--- config.mk ---
export PLATFORM = sky130hd
export DESIGN_NAME = asramc_ctrl
export DESIGN_NICKNAME = d
export VERILOG_FILES = /design/src/shared/asramc_pkg.sv /design/src/logic/asramc_timer.sv /design/src/logic/asramc_ctrl.sv
export SDC_FILE = /design/constraint.sdc
export NUM_CORES = 1
export LEC_CHECK = 0
export BUFFER_PORTS_ARGS = -buffer_cell sky130_fd_sc_hd__buf_2
export CORE_ASPECT_RATIO = 2
export CORE_UTILIZATION = 49
export DETAILED_ROUTE_END_ITERATION = 8
export GPL_TIMING_DRIVEN = 1
export PLACE_DENSITY = 0.77
export SLEW_MARGIN = 20
export SYNTH_ARGS = -nofsm -noshare
export SYNTH_HDL_FRONTEND = slang
export SYNTH_HIERARCHICAL = 1
export SYNTH_SLANG_ARGS = --single-unit
--- constraint.sdc ---
create_clock -name mclk_in -period 2.8 [get_ports mclk_in]
set_clock_uncertainty 0.2 [all_clocks]
set_input_delay 0.14 -clock mclk_in [delete_from_list [all_inputs] [get_ports mclk_in]]
set_output_delay 0.14 -clock mclk_in [all_outputs]
set_load 0.02 [all_outputs]
--- src/shared/asramc_pkg.sv ---
package asramc_pkg;
  // ==========================================================
  // Geometry of the memory outside.
  localparam int ADDR_W = 18;
  localparam int DATA_W = 16;
  localparam int LANE_W = 8;
  localparam int WORDS = 262144;

  // ==========================================================
  // Timing of the 45 ns speed grade, in ns, and the clock period.
  localparam int CLK_PERIOD_NS = 5;
  localparam int READ_CYCLE_MIN_NS = 45;
  localparam int WRITE_CYCLE_MIN_NS = 45;
  localparam int WRITE_PULSE_MIN_NS = 35;
  localparam int OUTPUT_VALID_NS = 45;

  // Least times round up to whole cycles.
  function automatic int ceil_cycles(input int ns);
    ceil_cycles = (ns + CLK_PERIOD_NS - 1) / CLK_PERIOD_NS;
  endfunction

  localparam int CNT_W = 5;
  localparam logic [CNT_W-1:0] READ_CYCLES =
    CNT_W'(ceil_cycles(READ_CYCLE_MIN_NS));
  localparam logic [CNT_W-1:0] WRITE_CYCLES =
    CNT_W'(ceil_cycles(WRITE_CYCLE_MIN_NS));
  localparam logic [CNT_W-1:0] WRITE_PULSE_CYCLES =
    CNT_W'(ceil_cycles(WRITE_PULSE_MIN_NS));
  localparam logic [CNT_W-1:0] READ_SAMPLE_CYCLES =
    CNT_W'(ceil_cycles(OUTPUT_VALID_NS));
  localparam logic [CNT_W-1:0] CNT_ONE = 5'h01;
  localparam logic [CNT_W-1:0] CNT_ZERO = 5'h00;

  typedef enum logic [1:0] {
    ASRAMC_IDLE,
    ASRAMC_READ,
    ASRAMC_WRITE,
    ASRAMC_RECOVER
  } asramc_state_t;
endpackage

--- src/logic/asramc_timer.sv ---
// ==========================================================
// Down counter that paces the read and write-strobe phases of an access.
module asramc_timer (
  input wire logic mclk_in,
  input wire logic rst_b_in,
  input wire logic load_in,
  input wire logic [asramc_pkg::CNT_W-1:0] value_in,
  output logic [asramc_pkg::CNT_W-1:0] count_out
);
  logic [asramc_pkg::CNT_W-1:0] next_count;

  // Load wins over counting so a new phase never inherits old time.
  always_comb begin
    if (load_in) begin
      next_count = value_in;
    end else if (count_out != asramc_pkg::CNT_ZERO) begin
      next_count = count_out - asramc_pkg::CNT_ONE;
    end else begin
      next_count = count_out;
    end
  end

  always_ff @(posedge mclk_in or negedge rst_b_in) begin
    if (!rst_b_in) begin
      count_out <= asramc_pkg::CNT_ZERO;
    end else begin
      count_out <= next_count;
    end
  end
endmodule

--- src/logic/asramc_ctrl.sv ---
// Contract
// - Write spans overlap of select, strobe, lanes.
// - Hold write data across terminating edge.
// - Never drive data while memory drives.
// - Read cycle lasts at least 45 ns.
// - Write cycle lasts at least 45 ns.
// - Write strobe low at least 35 ns.
module asramc_ctrl (
  input wire logic mclk_in,
  input wire logic rst_b_in,
  input wire logic req_valid_in,
  input wire logic req_write_in,
  input wire logic [asramc_pkg::ADDR_W-1:0] req_addr_in,
  input wire logic [asramc_pkg::DATA_W-1:0] req_wdata_in,
  input wire logic [1:0] req_lane_en_in,
  output logic req_ready_out,
  output logic rsp_valid_out,
  output logic [asramc_pkg::DATA_W-1:0] rsp_rdata_out,
  output logic [asramc_pkg::ADDR_W-1:0] word_addr_out,
  output logic chip_sel_n_out,
  output logic write_strobe_n_out,
  output logic out_drive_n_out,
  output logic low_lane_sel_n_out,
  output logic high_lane_sel_n_out,
  input wire logic [asramc_pkg::DATA_W-1:0] data_io_in,
  output logic [asramc_pkg::DATA_W-1:0] data_io_out,
  output logic data_io_oe_n_out
);
  // ==========================================================
  // State and pin registers.
  asramc_pkg::asramc_state_t state, next_state;
  logic [asramc_pkg::CNT_W-1:0] count;
  logic timer_load;
  logic [asramc_pkg::CNT_W-1:0] timer_value;
  logic next_ready, next_rsp_valid;
  logic [asramc_pkg::DATA_W-1:0] next_rdata, next_wdata;
  logic [asramc_pkg::ADDR_W-1:0] next_addr;
  logic next_cs_n, next_we_n, next_oe_n;
  logic next_low_sel_n, next_high_sel_n, next_bus_oe_n;
  logic [asramc_pkg::CNT_W-1:0] elapsed, next_elapsed;
  localparam logic [asramc_pkg::CNT_W-1:0] CNT_ONE_L = asramc_pkg::CNT_ONE;

  asramc_timer u_timer (
    .mclk_in(mclk_in),
    .rst_b_in(rst_b_in),
    .load_in(timer_load),
    .value_in(timer_value),
    .count_out(count)
  );

  // ==========================================================
  // Access sequencer. Every control pin is registered, so the pins
  // change only on clock edges and the memory sees clean phases.
  always_comb begin
    next_state = state;
    next_ready = req_ready_out;
    next_rsp_valid = 1'b0;
    next_rdata = rsp_rdata_out;
    next_wdata = data_io_out;
    next_addr = word_addr_out;
    next_cs_n = chip_sel_n_out;
    next_we_n = write_strobe_n_out;
    next_oe_n = out_drive_n_out;
    next_low_sel_n = low_lane_sel_n_out;
    next_high_sel_n = high_lane_sel_n_out;
    next_bus_oe_n = data_io_oe_n_out;
    // The age saturates, so a long idle spell never wraps to a short one.
    next_elapsed = (elapsed == {asramc_pkg::CNT_W{1'b1}}) ? elapsed
      : elapsed + CNT_ONE_L;
    timer_load = 1'b0;
    timer_value = asramc_pkg::CNT_ZERO;
    unique case (state)
      asramc_pkg::ASRAMC_IDLE: begin
        if (req_valid_in && req_ready_out) begin
          next_ready = 1'b0;
          next_addr = req_addr_in;
          next_cs_n = 1'b0;
          next_low_sel_n = ~req_lane_en_in[0];
          next_high_sel_n = ~req_lane_en_in[1];
          next_elapsed = asramc_pkg::CNT_ZERO;
          timer_load = 1'b1;
          if (req_write_in) begin
            // Output drive stays high on writes, so the memory never
            // drives while our data is on the bus.
            // With no lane enabled no write may begin, so the strobe
            // stays high and the cycle is a plain no-access one.
            next_we_n = ~|req_lane_en_in;
            next_oe_n = 1'b1;
            next_wdata = req_wdata_in;
            next_bus_oe_n = 1'b0;
            timer_value = asramc_pkg::WRITE_PULSE_CYCLES;
            next_state = asramc_pkg::ASRAMC_WRITE;
          end else begin
            next_we_n = 1'b1;
            next_oe_n = 1'b0;
            next_bus_oe_n = 1'b1;
            timer_value = asramc_pkg::READ_SAMPLE_CYCLES;
            next_state = asramc_pkg::ASRAMC_READ;
          end
        end
      end
      asramc_pkg::ASRAMC_READ: begin
        if (count == asramc_pkg::CNT_ZERO) begin
          // Sampled after the full access time; lanes left off are 0.
          next_rdata = data_io_in;
          if (low_lane_sel_n_out) begin
            next_rdata[asramc_pkg::LANE_W-1:0] = 8'h00;
          end
          if (high_lane_sel_n_out) begin
            next_rdata[asramc_pkg::DATA_W-1:asramc_pkg::LANE_W] = 8'h00;
          end
          next_rsp_valid = 1'b1;
          next_cs_n = 1'b1;
          next_oe_n = 1'b1;
          next_low_sel_n = 1'b1;
          next_high_sel_n = 1'b1;
          next_state = asramc_pkg::ASRAMC_RECOVER;
        end
      end
      asramc_pkg::ASRAMC_WRITE: begin
        if (count == asramc_pkg::CNT_ZERO) begin
          // Strobe rises first; data stays on the bus one cycle more.
          next_we_n = 1'b1;
          next_state = asramc_pkg::ASRAMC_RECOVER;
        end
      end
      asramc_pkg::ASRAMC_RECOVER: begin
        next_cs_n = 1'b1;
        next_oe_n = 1'b1;
        next_low_sel_n = 1'b1;
        next_high_sel_n = 1'b1;
        next_bus_oe_n = 1'b1;
        if (!next_rsp_valid && rsp_valid_out == 1'b0 &&
            elapsed >= asramc_pkg::READ_CYCLES - CNT_ONE_L) begin
          next_ready = 1'b1;
          next_state = asramc_pkg::ASRAMC_IDLE;
        end
      end
    endcase
  end

  // Every pin and status output comes straight from a flip-flop.
  always_ff @(posedge mclk_in or negedge rst_b_in) begin
    if (!rst_b_in) begin
      state <= asramc_pkg::ASRAMC_IDLE;
      req_ready_out <= 1'b1;
      rsp_valid_out <= 1'b0;
      rsp_rdata_out <= 16'h0000;
      data_io_out <= 16'h0000;
      word_addr_out <= 18'h0_0000;
      chip_sel_n_out <= 1'b1;
      write_strobe_n_out <= 1'b1;
      out_drive_n_out <= 1'b1;
      low_lane_sel_n_out <= 1'b1;
      high_lane_sel_n_out <= 1'b1;
      data_io_oe_n_out <= 1'b1;
      elapsed <= 5'h00;
    end else begin
      state <= next_state;
      req_ready_out <= next_ready;
      rsp_valid_out <= next_rsp_valid;
      rsp_rdata_out <= next_rdata;
      data_io_out <= next_wdata;
      word_addr_out <= next_addr;
      chip_sel_n_out <= next_cs_n;
      write_strobe_n_out <= next_we_n;
      out_drive_n_out <= next_oe_n;
      low_lane_sel_n_out <= next_low_sel_n;
      high_lane_sel_n_out <= next_high_sel_n;
      data_io_oe_n_out <= next_bus_oe_n;
      elapsed <= next_elapsed;
    end
  end

  // ==========================================================
  // Checks on the pins and status outputs that this controller drives.
  no_contention_a: assert property (
    @(posedge mclk_in) disable iff (!rst_b_in)
    !data_io_oe_n_out |-> out_drive_n_out)
    else $error("Controller drives data while memory may drive.");

  strobe_width_a: assert property (
    @(posedge mclk_in) disable iff (!rst_b_in)
    $fell(write_strobe_n_out) |-> !write_strobe_n_out [*7])
    else $error("Write strobe shorter than 35 ns.");

  data_hold_a: assert property (
    @(posedge mclk_in) disable iff (!rst_b_in)
    $rose(write_strobe_n_out) |->
      !data_io_oe_n_out && $stable(data_io_out))
    else $error("Write data not held at strobe rise.");

  write_frame_a: assert property (
    @(posedge mclk_in) disable iff (!rst_b_in)
    $fell(write_strobe_n_out) |-> !chip_sel_n_out &&
      !(low_lane_sel_n_out && high_lane_sel_n_out))
    else $error("Write begun without select or lane.");

  read_cycle_a: assert property (
    @(posedge mclk_in) disable iff (!rst_b_in)
    $fell(out_drive_n_out) |-> !chip_sel_n_out [*8] ##1 !chip_sel_n_out)
    else $error("Read cycle shorter than 45 ns.");

  write_cycle_a: assert property (
    @(posedge mclk_in) disable iff (!rst_b_in)
    $fell(write_strobe_n_out) |-> !req_ready_out [*8] ##1 !req_ready_out)
    else $error("Write cycle shorter than 45 ns.");

  read_pins_a: assert property (
    @(posedge mclk_in) disable iff (!rst_b_in)
    !out_drive_n_out |-> write_strobe_n_out && !chip_sel_n_out)
    else $error("Read with strobe low or chip deselected.");

  read_answer_a: assert property (
    @(posedge mclk_in) disable iff (!rst_b_in)
    $fell(out_drive_n_out) |-> ##10 rsp_valid_out)
    else $error("Read answer not given after access time.");

  idle_release_a: assert property (
    @(posedge mclk_in) disable iff (!rst_b_in)
    chip_sel_n_out |-> write_strobe_n_out && out_drive_n_out)
    else $error("Strobe active while deselected.");
endmodule

# Word-level counts from Yosys, hierarchy flattened
# Index checks and enable logic that the tools add are counted.
totals:
  inputBits: 56
  wordCells: 86
  output_inout_bits: 58
  mem_bits_rw: 0
  latchBits: 0
  mem_count: 0
  regBits: 70
  rom_bits: 0
classes:
  n_mul: 0
  div_mod_pow: 0
  n_addsub: 2
  order_cmp: 1
  shift: 0
  eq_ne: 9
  bitwise_logic: 3
  n_reduce_logical: 20
  muxes: 37
ops:
  columns: ["operator", "count"]
  rows:
  - ["$mux 5", 5]
  - ["$mux 8", 2]
  - ["$mux 1", 15]
  - ["$reduce_and 3->1", 5]
  - ["$mux 4", 3]
  - ["$pmux 1 s3", 4]
  - ["$mux 2", 4]
  - ["$ne 2x2->1 const B", 4]
  - ["$pmux 1 s2", 3]
  - ["$pmux 2 s3", 1]
  - ["$reduce_and 2->1", 3]
  - ["$reduce_bool 2->1", 3]
  - ["$add 5x1->5 const B", 1]
  - ["$eq 5x5->1 const B", 1]
  - ["$ge 5x4->1 const B", 1]
  - ["$logic_not 5->1", 1]
  - ["$reduce_bool 5->1", 1]
  - ["$sub 5x1->5 const B", 1]
  - ["$eq 2x2->1 const B", 2]
  - ["$reduce_or 2->1", 2]
  - ["$not 1->1", 3]
  - ["$reduce_bool 3->1", 1]
  - ["$eq 2x1->1 const B", 1]
  - ["$logic_and 1x1->1", 2]
  - ["other kinds (3)", 3]

# Longest topological paths before layout
depth:
  word_depth: 5
  depth_mapped: 9
  mapped_depth_nobuf: 6

# Hierarchy
# Netlist, hierarchy kept.
by_module_without_submodules:
  columns: ["mod", "seq_area_each_um2", "cells_per_inst", "area_each_um2", "instances"]
  rows:
  - ["asramc_ctrl", 1635.3, 272, 2807.7, 1]
  - ["asramc_timer", 125.1, 27, 279.0, 1]

# Worst setup path before layout
# Ideal clock, no wire load.
synth_timing:
  path_kind: "register to register"
  startpoint: "register state[0]"
  endpoint: "register u_timer/count_out[4] in the netlist's numbering"
  t_arrival_ns: 1.723
  period_less_slack_ns: 2.061
  path_stages_with_launch: 9
  path_buffers: 3
  slack_ns: 0.739
  required_ns: 2.462
  setup_time_ns: 0.138
  cell_sequence: "dfrtp_1 inv_1 ha_1 buf_2 nand3_1 inv_1 buf_1 clkbuf_1 o21ai_0"
synth_between:
  elab_chain_len: 3
  elab_cells_between_ends: 4
synth_rtl:
  columns: ["element", "line", "text"]
  rows:
  - ["start, declared", "asramc_ctrl.sv:31", "asramc_pkg::asramc_state_t state, next_state;"]
  - ["start signal, assigned", "asramc_ctrl.sv:145", "state <= asramc_pkg::ASRAMC_IDLE;"]
  - ["start signal, assigned", "asramc_ctrl.sv:159", "state <= next_state;"]
  - ["$logic_not 2->1 *", "asramc_ctrl.sv:72", "unique case (state)"]
  - ["$mux 1 *", "asramc_ctrl.sv:72", null]
  - ["named net timer_load", "asramc_ctrl.sv:33", "logic timer_load;"]
  - ["$mux 5 / $reduce_bool 2->1 (equally long branches)", null, null]
  - ["end signal, assigned", "asramc_timer.sv:25", "count_out <= asramc_pkg::CNT_ZERO;"]
  - ["end signal, assigned", "asramc_timer.sv:27", "count_out <= next_count;"]
  - ["end, declared", "asramc_timer.sv:8", "output logic [asramc_pkg::CNT_W-1:0] count_out"]
# The timed path passes the listed nets; every way through them passes the cells marked *.
# A chain may end at the register's enable or synchronous reset.

# Worst setup path in the final report
layout_timing:
  startpoint: "register state[0]"
  endpoint: "register u_timer/count_out[1] in the netlist's numbering"
layout_between:
  elab_chain_len: 3
  elab_cells_between_ends: 5
layout_rtl:
  columns: ["element", "line"]
  rows:
  - ["$logic_not 2->1 *", "asramc_ctrl.sv:72"]
  - ["$mux 4 / $mux 1 (equally long branches)", "asramc_ctrl.sv:72"]
  - ["$mux 5 / $reduce_bool 2->1 (equally long branches)", null]
# Mark *: on every way between the ends. The rest lies on a longest branch, timed or not.

==> run_results.csv <==
group,metric,value,unit
route,wl_per_cell,14.6,um
power_and_ir_drop,swShare,0.380,
synth,ys_types,40,
synth,synthCells,299,
sta,finalSetupViolations,0,
synth,netlist_area,3090,um^2
global_routing,antenna_found_initial,0,
synth,ys_seq_elements,70,
min_path,hp-class,"in -> reg",
sta,period_needed,2.33,ns
clocking,cts_tree,"yes",
global_routing,grt_pass1_vias,2931,
sta,tightest_slew,0.556,ns
route,vias,2802,
placement,place.gp.congestion,0.773,
clocking,post-cts-setup-buffers,0,
power_and_ir_drop,comb_power_share,0.411,
final_layout,layout_common_cells,"113 x buf_2, 110 x nand2_1, 63 x dfrtp_1",
min_path,hold_depth,3,
synth,synth_warnings,6,
final_layout,final_common_cell,"buf_2",
final_layout,area_growth,49.7,%
route,drc,0,
power_and_ir_drop,pwr-share-seq,0.352,
global_routing,overflow,0,
global_routing,grt_first_pass_wirelength,12.9,mm
sta,final_hold_viol_count,1,
global_routing,grt_max_degree,63,
critical_path,reg2reg_slack,0.47,ns
route,drtIter0Drc,154,
power_and_ir_drop,ir_worst_vdd,0.761,mV
clocking,h-tree-depth,3,
critical_path,cp-end-kind,"register",
placement,io_buffers,113,
critical_path,required,2.79,ns
min_path,min-delay-start,"data_io_in[2]",
job,maxCapViolations,0,
sta,rsz0062_at_grt,"false",
floorplanning,initial_utilization,0.510,
power_and_ir_drop,p_switching,0.00200,W
power_and_ir_drop,pwr-share-clk,0.237,
status,status,"complete, but fails checks",
critical_path,r2r-start,"state[0]",
critical_path,startpoint_type,"register",
final_layout,final_util,0.763,
clocking,numCtsBuffers,9,
sta,max_freq,430,MHz
route,antenna_left,0,
sta,relSlewSlack,0.627,
clocking,cts.reportedPaths.clkPinSlew,0.05,ns
critical_path,reg2reg_to,"u_timer/count_out[1]",
final_layout,drive_above_1_share,0.342,
sta,tns,0,ns
route,firstDrtPassIters,4,
floorplanning,die_x,58.1,um
final_layout,diodes,0,
synth,syn_nets,362,
power_and_ir_drop,power_density,1140,nW/um^2
power_and_ir_drop,p_leak,2.47,nW
final_layout,final_nets,534,
final_layout,fillerInstances,390,
critical_path,arrival,2.32,ns
synth,syn_avg_cell_area,10.3,um^2
clocking,cts_buffer_depth,2,
sta,fin_crit_sh,0.831,
floorplanning,core_area,6060,um^2
clocking,cts.sink_count,70,
power_and_ir_drop,p_int,0.00326,W
floorplanning,row_count,40,
critical_path,rr_worst_depth,6,
status,failed_checks,"negative hold slack",
sta,slew_violations,0,
placement,place_hpwl,5.01,mm
global_routing,grt_usage,0.260,
critical_path,criticalPathCategory,"reg -> reg",
final_layout,multi_input_area,1240,um^2
final_layout,register_area,1760,um^2
floorplanning,pin_count,114,
clocking,clk_latency,0.33,ns
min_path,hold_end,"rsp_rdata_out[2]",
clocking,root_buffer,"clkbuf_16",
critical_path,critical_path.max_fanout,19,
floorplanning,die_y,114,um
floorplanning,dieArea,6640,um^2
route,vias_per_cell,5.00,
synth,ys_seq_area_frac,0.570,
sta,hold-worst-slack,-0.00921,ns
route,wirelength,8.18,mm
-- registers in the layout, indices dropped and copies added, names as in the netlist, 2 cells and up --
signal / count
word_addr_out: 18
elapsed: 5
u_timer/count_out: 5
state: 2
rsp_rdata_out: 16
data_io_out: 16
-- through the flow --
step | power, W | setup slack (ns) | area [um^2] | std cells
6_report | 0.00526 | 0.472 | 4620 | 560
2_1_floorplan | 0.00323 | 0.739 | 3090 | 299
5_1_grt | 0.00555 | 0.302 | 4620 | 560
3_3_place_gp | 0.00384 | 0.623 | 3760 | 492
3_5_place_dp | 0.00392 | 0.507 | 3760 | 492
4_1_cts | 0.00524 | 0.475 | 4620 | 560
-- worst max-delay path by stage --
| stage | startpoint | end | cells after the start |
|---|---|---|---|
| finish | state[0] | u_timer/count_out[1] | 6 |
| CTS | state[0] | u_timer/count_out[1] | 6 |
| global placement | state[0] | data_io_oe_n_out | 6 |
| floorplan | state[0] | u_timer/count_out[4] | 8 |
| detailed placement | state[0] | u_timer/count_out[2] | 6 |
| global route | state[0] | data_io_oe_n_out | 6 |
-- synth_stat cells, drive strengths merged --
cell type | count | area share
conb | 1 | 0.0012
inv | 10 | 0.012
o21a | 1 | 0.0024
a41oi | 2 | 0.0057
clkbuf | 6 | 0.0073
and2b | 9 | 0.022
nand3 | 2 | 0.0032
nand2b | 1 | 0.0020
o31ai | 3 | 0.0073
nor2 | 10 | 0.012
nor4b | 1 | 0.0077
a2bb2oi | 2 | 0.0057
nor3 | 1 | 0.0016
mux2 | 17 | 0.073
a211oi | 1 | 0.0065
nor4 | 1 | 0.0020
o22a | 4 | 0.011
or2 | 1 | 0.0028
a31oi | 3 | 0.0061
dfrtp | 63 | 0.51
or4 | 2 | 0.0061
and2 | 1 | 0.0020
buf | 3 | 0.0065
a21oi | 5 | 0.0081
xor2 | 1 | 0.0028
nor2b | 7 | 0.014
clkinv | 1 | 0.0012
xnor2 | 5 | 0.014
nand2 | 111 | 0.14
ha | 7 | 0.028
nand4 | 2 | 0.0041
o21ai | 8 | 0.014
dfstp | 7 | 0.060
-- power groups by stage --
stage,sequential [W],clock [W],combinational [W]
after CTS,0.00184,0.00126,0.00214
after floorplan,0.00226,0,0.000976
after global routing,0.00190,0.00130,0.00234
after global placement,0.00182,0,0.00201
final,0.00185,0.00124,0.00216
after detailed placement,0.00184,0,0.00208
-- critical path, stage by stage (launching register included) --
cell and delay, ns:
dfrtp_1 0.39, inv_1 0.08, ha_1 0.31, nand4_1 0.32
clkinv_1 0.55, nand2_1 0.26, o21ai_2 0.08
-- per-layer routing --
metal  global-route usage  up-vias  routed length, um
li1                     -     1312                  -
met1                0.251     1372               2870
met4                0.110        0                235
met3               0.0520       19                317
met2                0.506       99               4750
met5                    0        -                  0
-- final cells by class --
cell class / instances / share of cell area
well taps: 84 / 0.0227
inverters: 11 / 0.00894
flip-flops and latches: 70 / 0.381
clock buffers: 13 / 0.0585
repair buffers: 170 / 0.246
multi-input cells: 209 / 0.269
clock inverters: 3 / 0.0141
-- kinds of logic (layout without fill, tap and decap cells) --
| logic type | count (synthesis) | in the layout | share of synthesized area |
|---|---|---|---|
| fa+ha+maj | 7 | 7 | 0.0284 |
| simple gates | 149 | 149 | 0.216 |
| xor+xnor | 6 | 6 | 0.0170 |
| flops | 70 | 70 | 0.570 |
| mux | 17 | 17 | 0.0730 |
| other cells | 1 | 1 | 0.00121 |
| compound gates | 29 | 29 | 0.0673 |
| buf+inv | 20 | 197 | 0.0272 |
-- timing repair --
action                     CTS  global route
gates resized for setup      0             0
hold buffers                52             0
hold endpoints to repair   116             0
setup endpoints to repair    0             0
No activity file was read; power rests on OpenSTA's default activity.
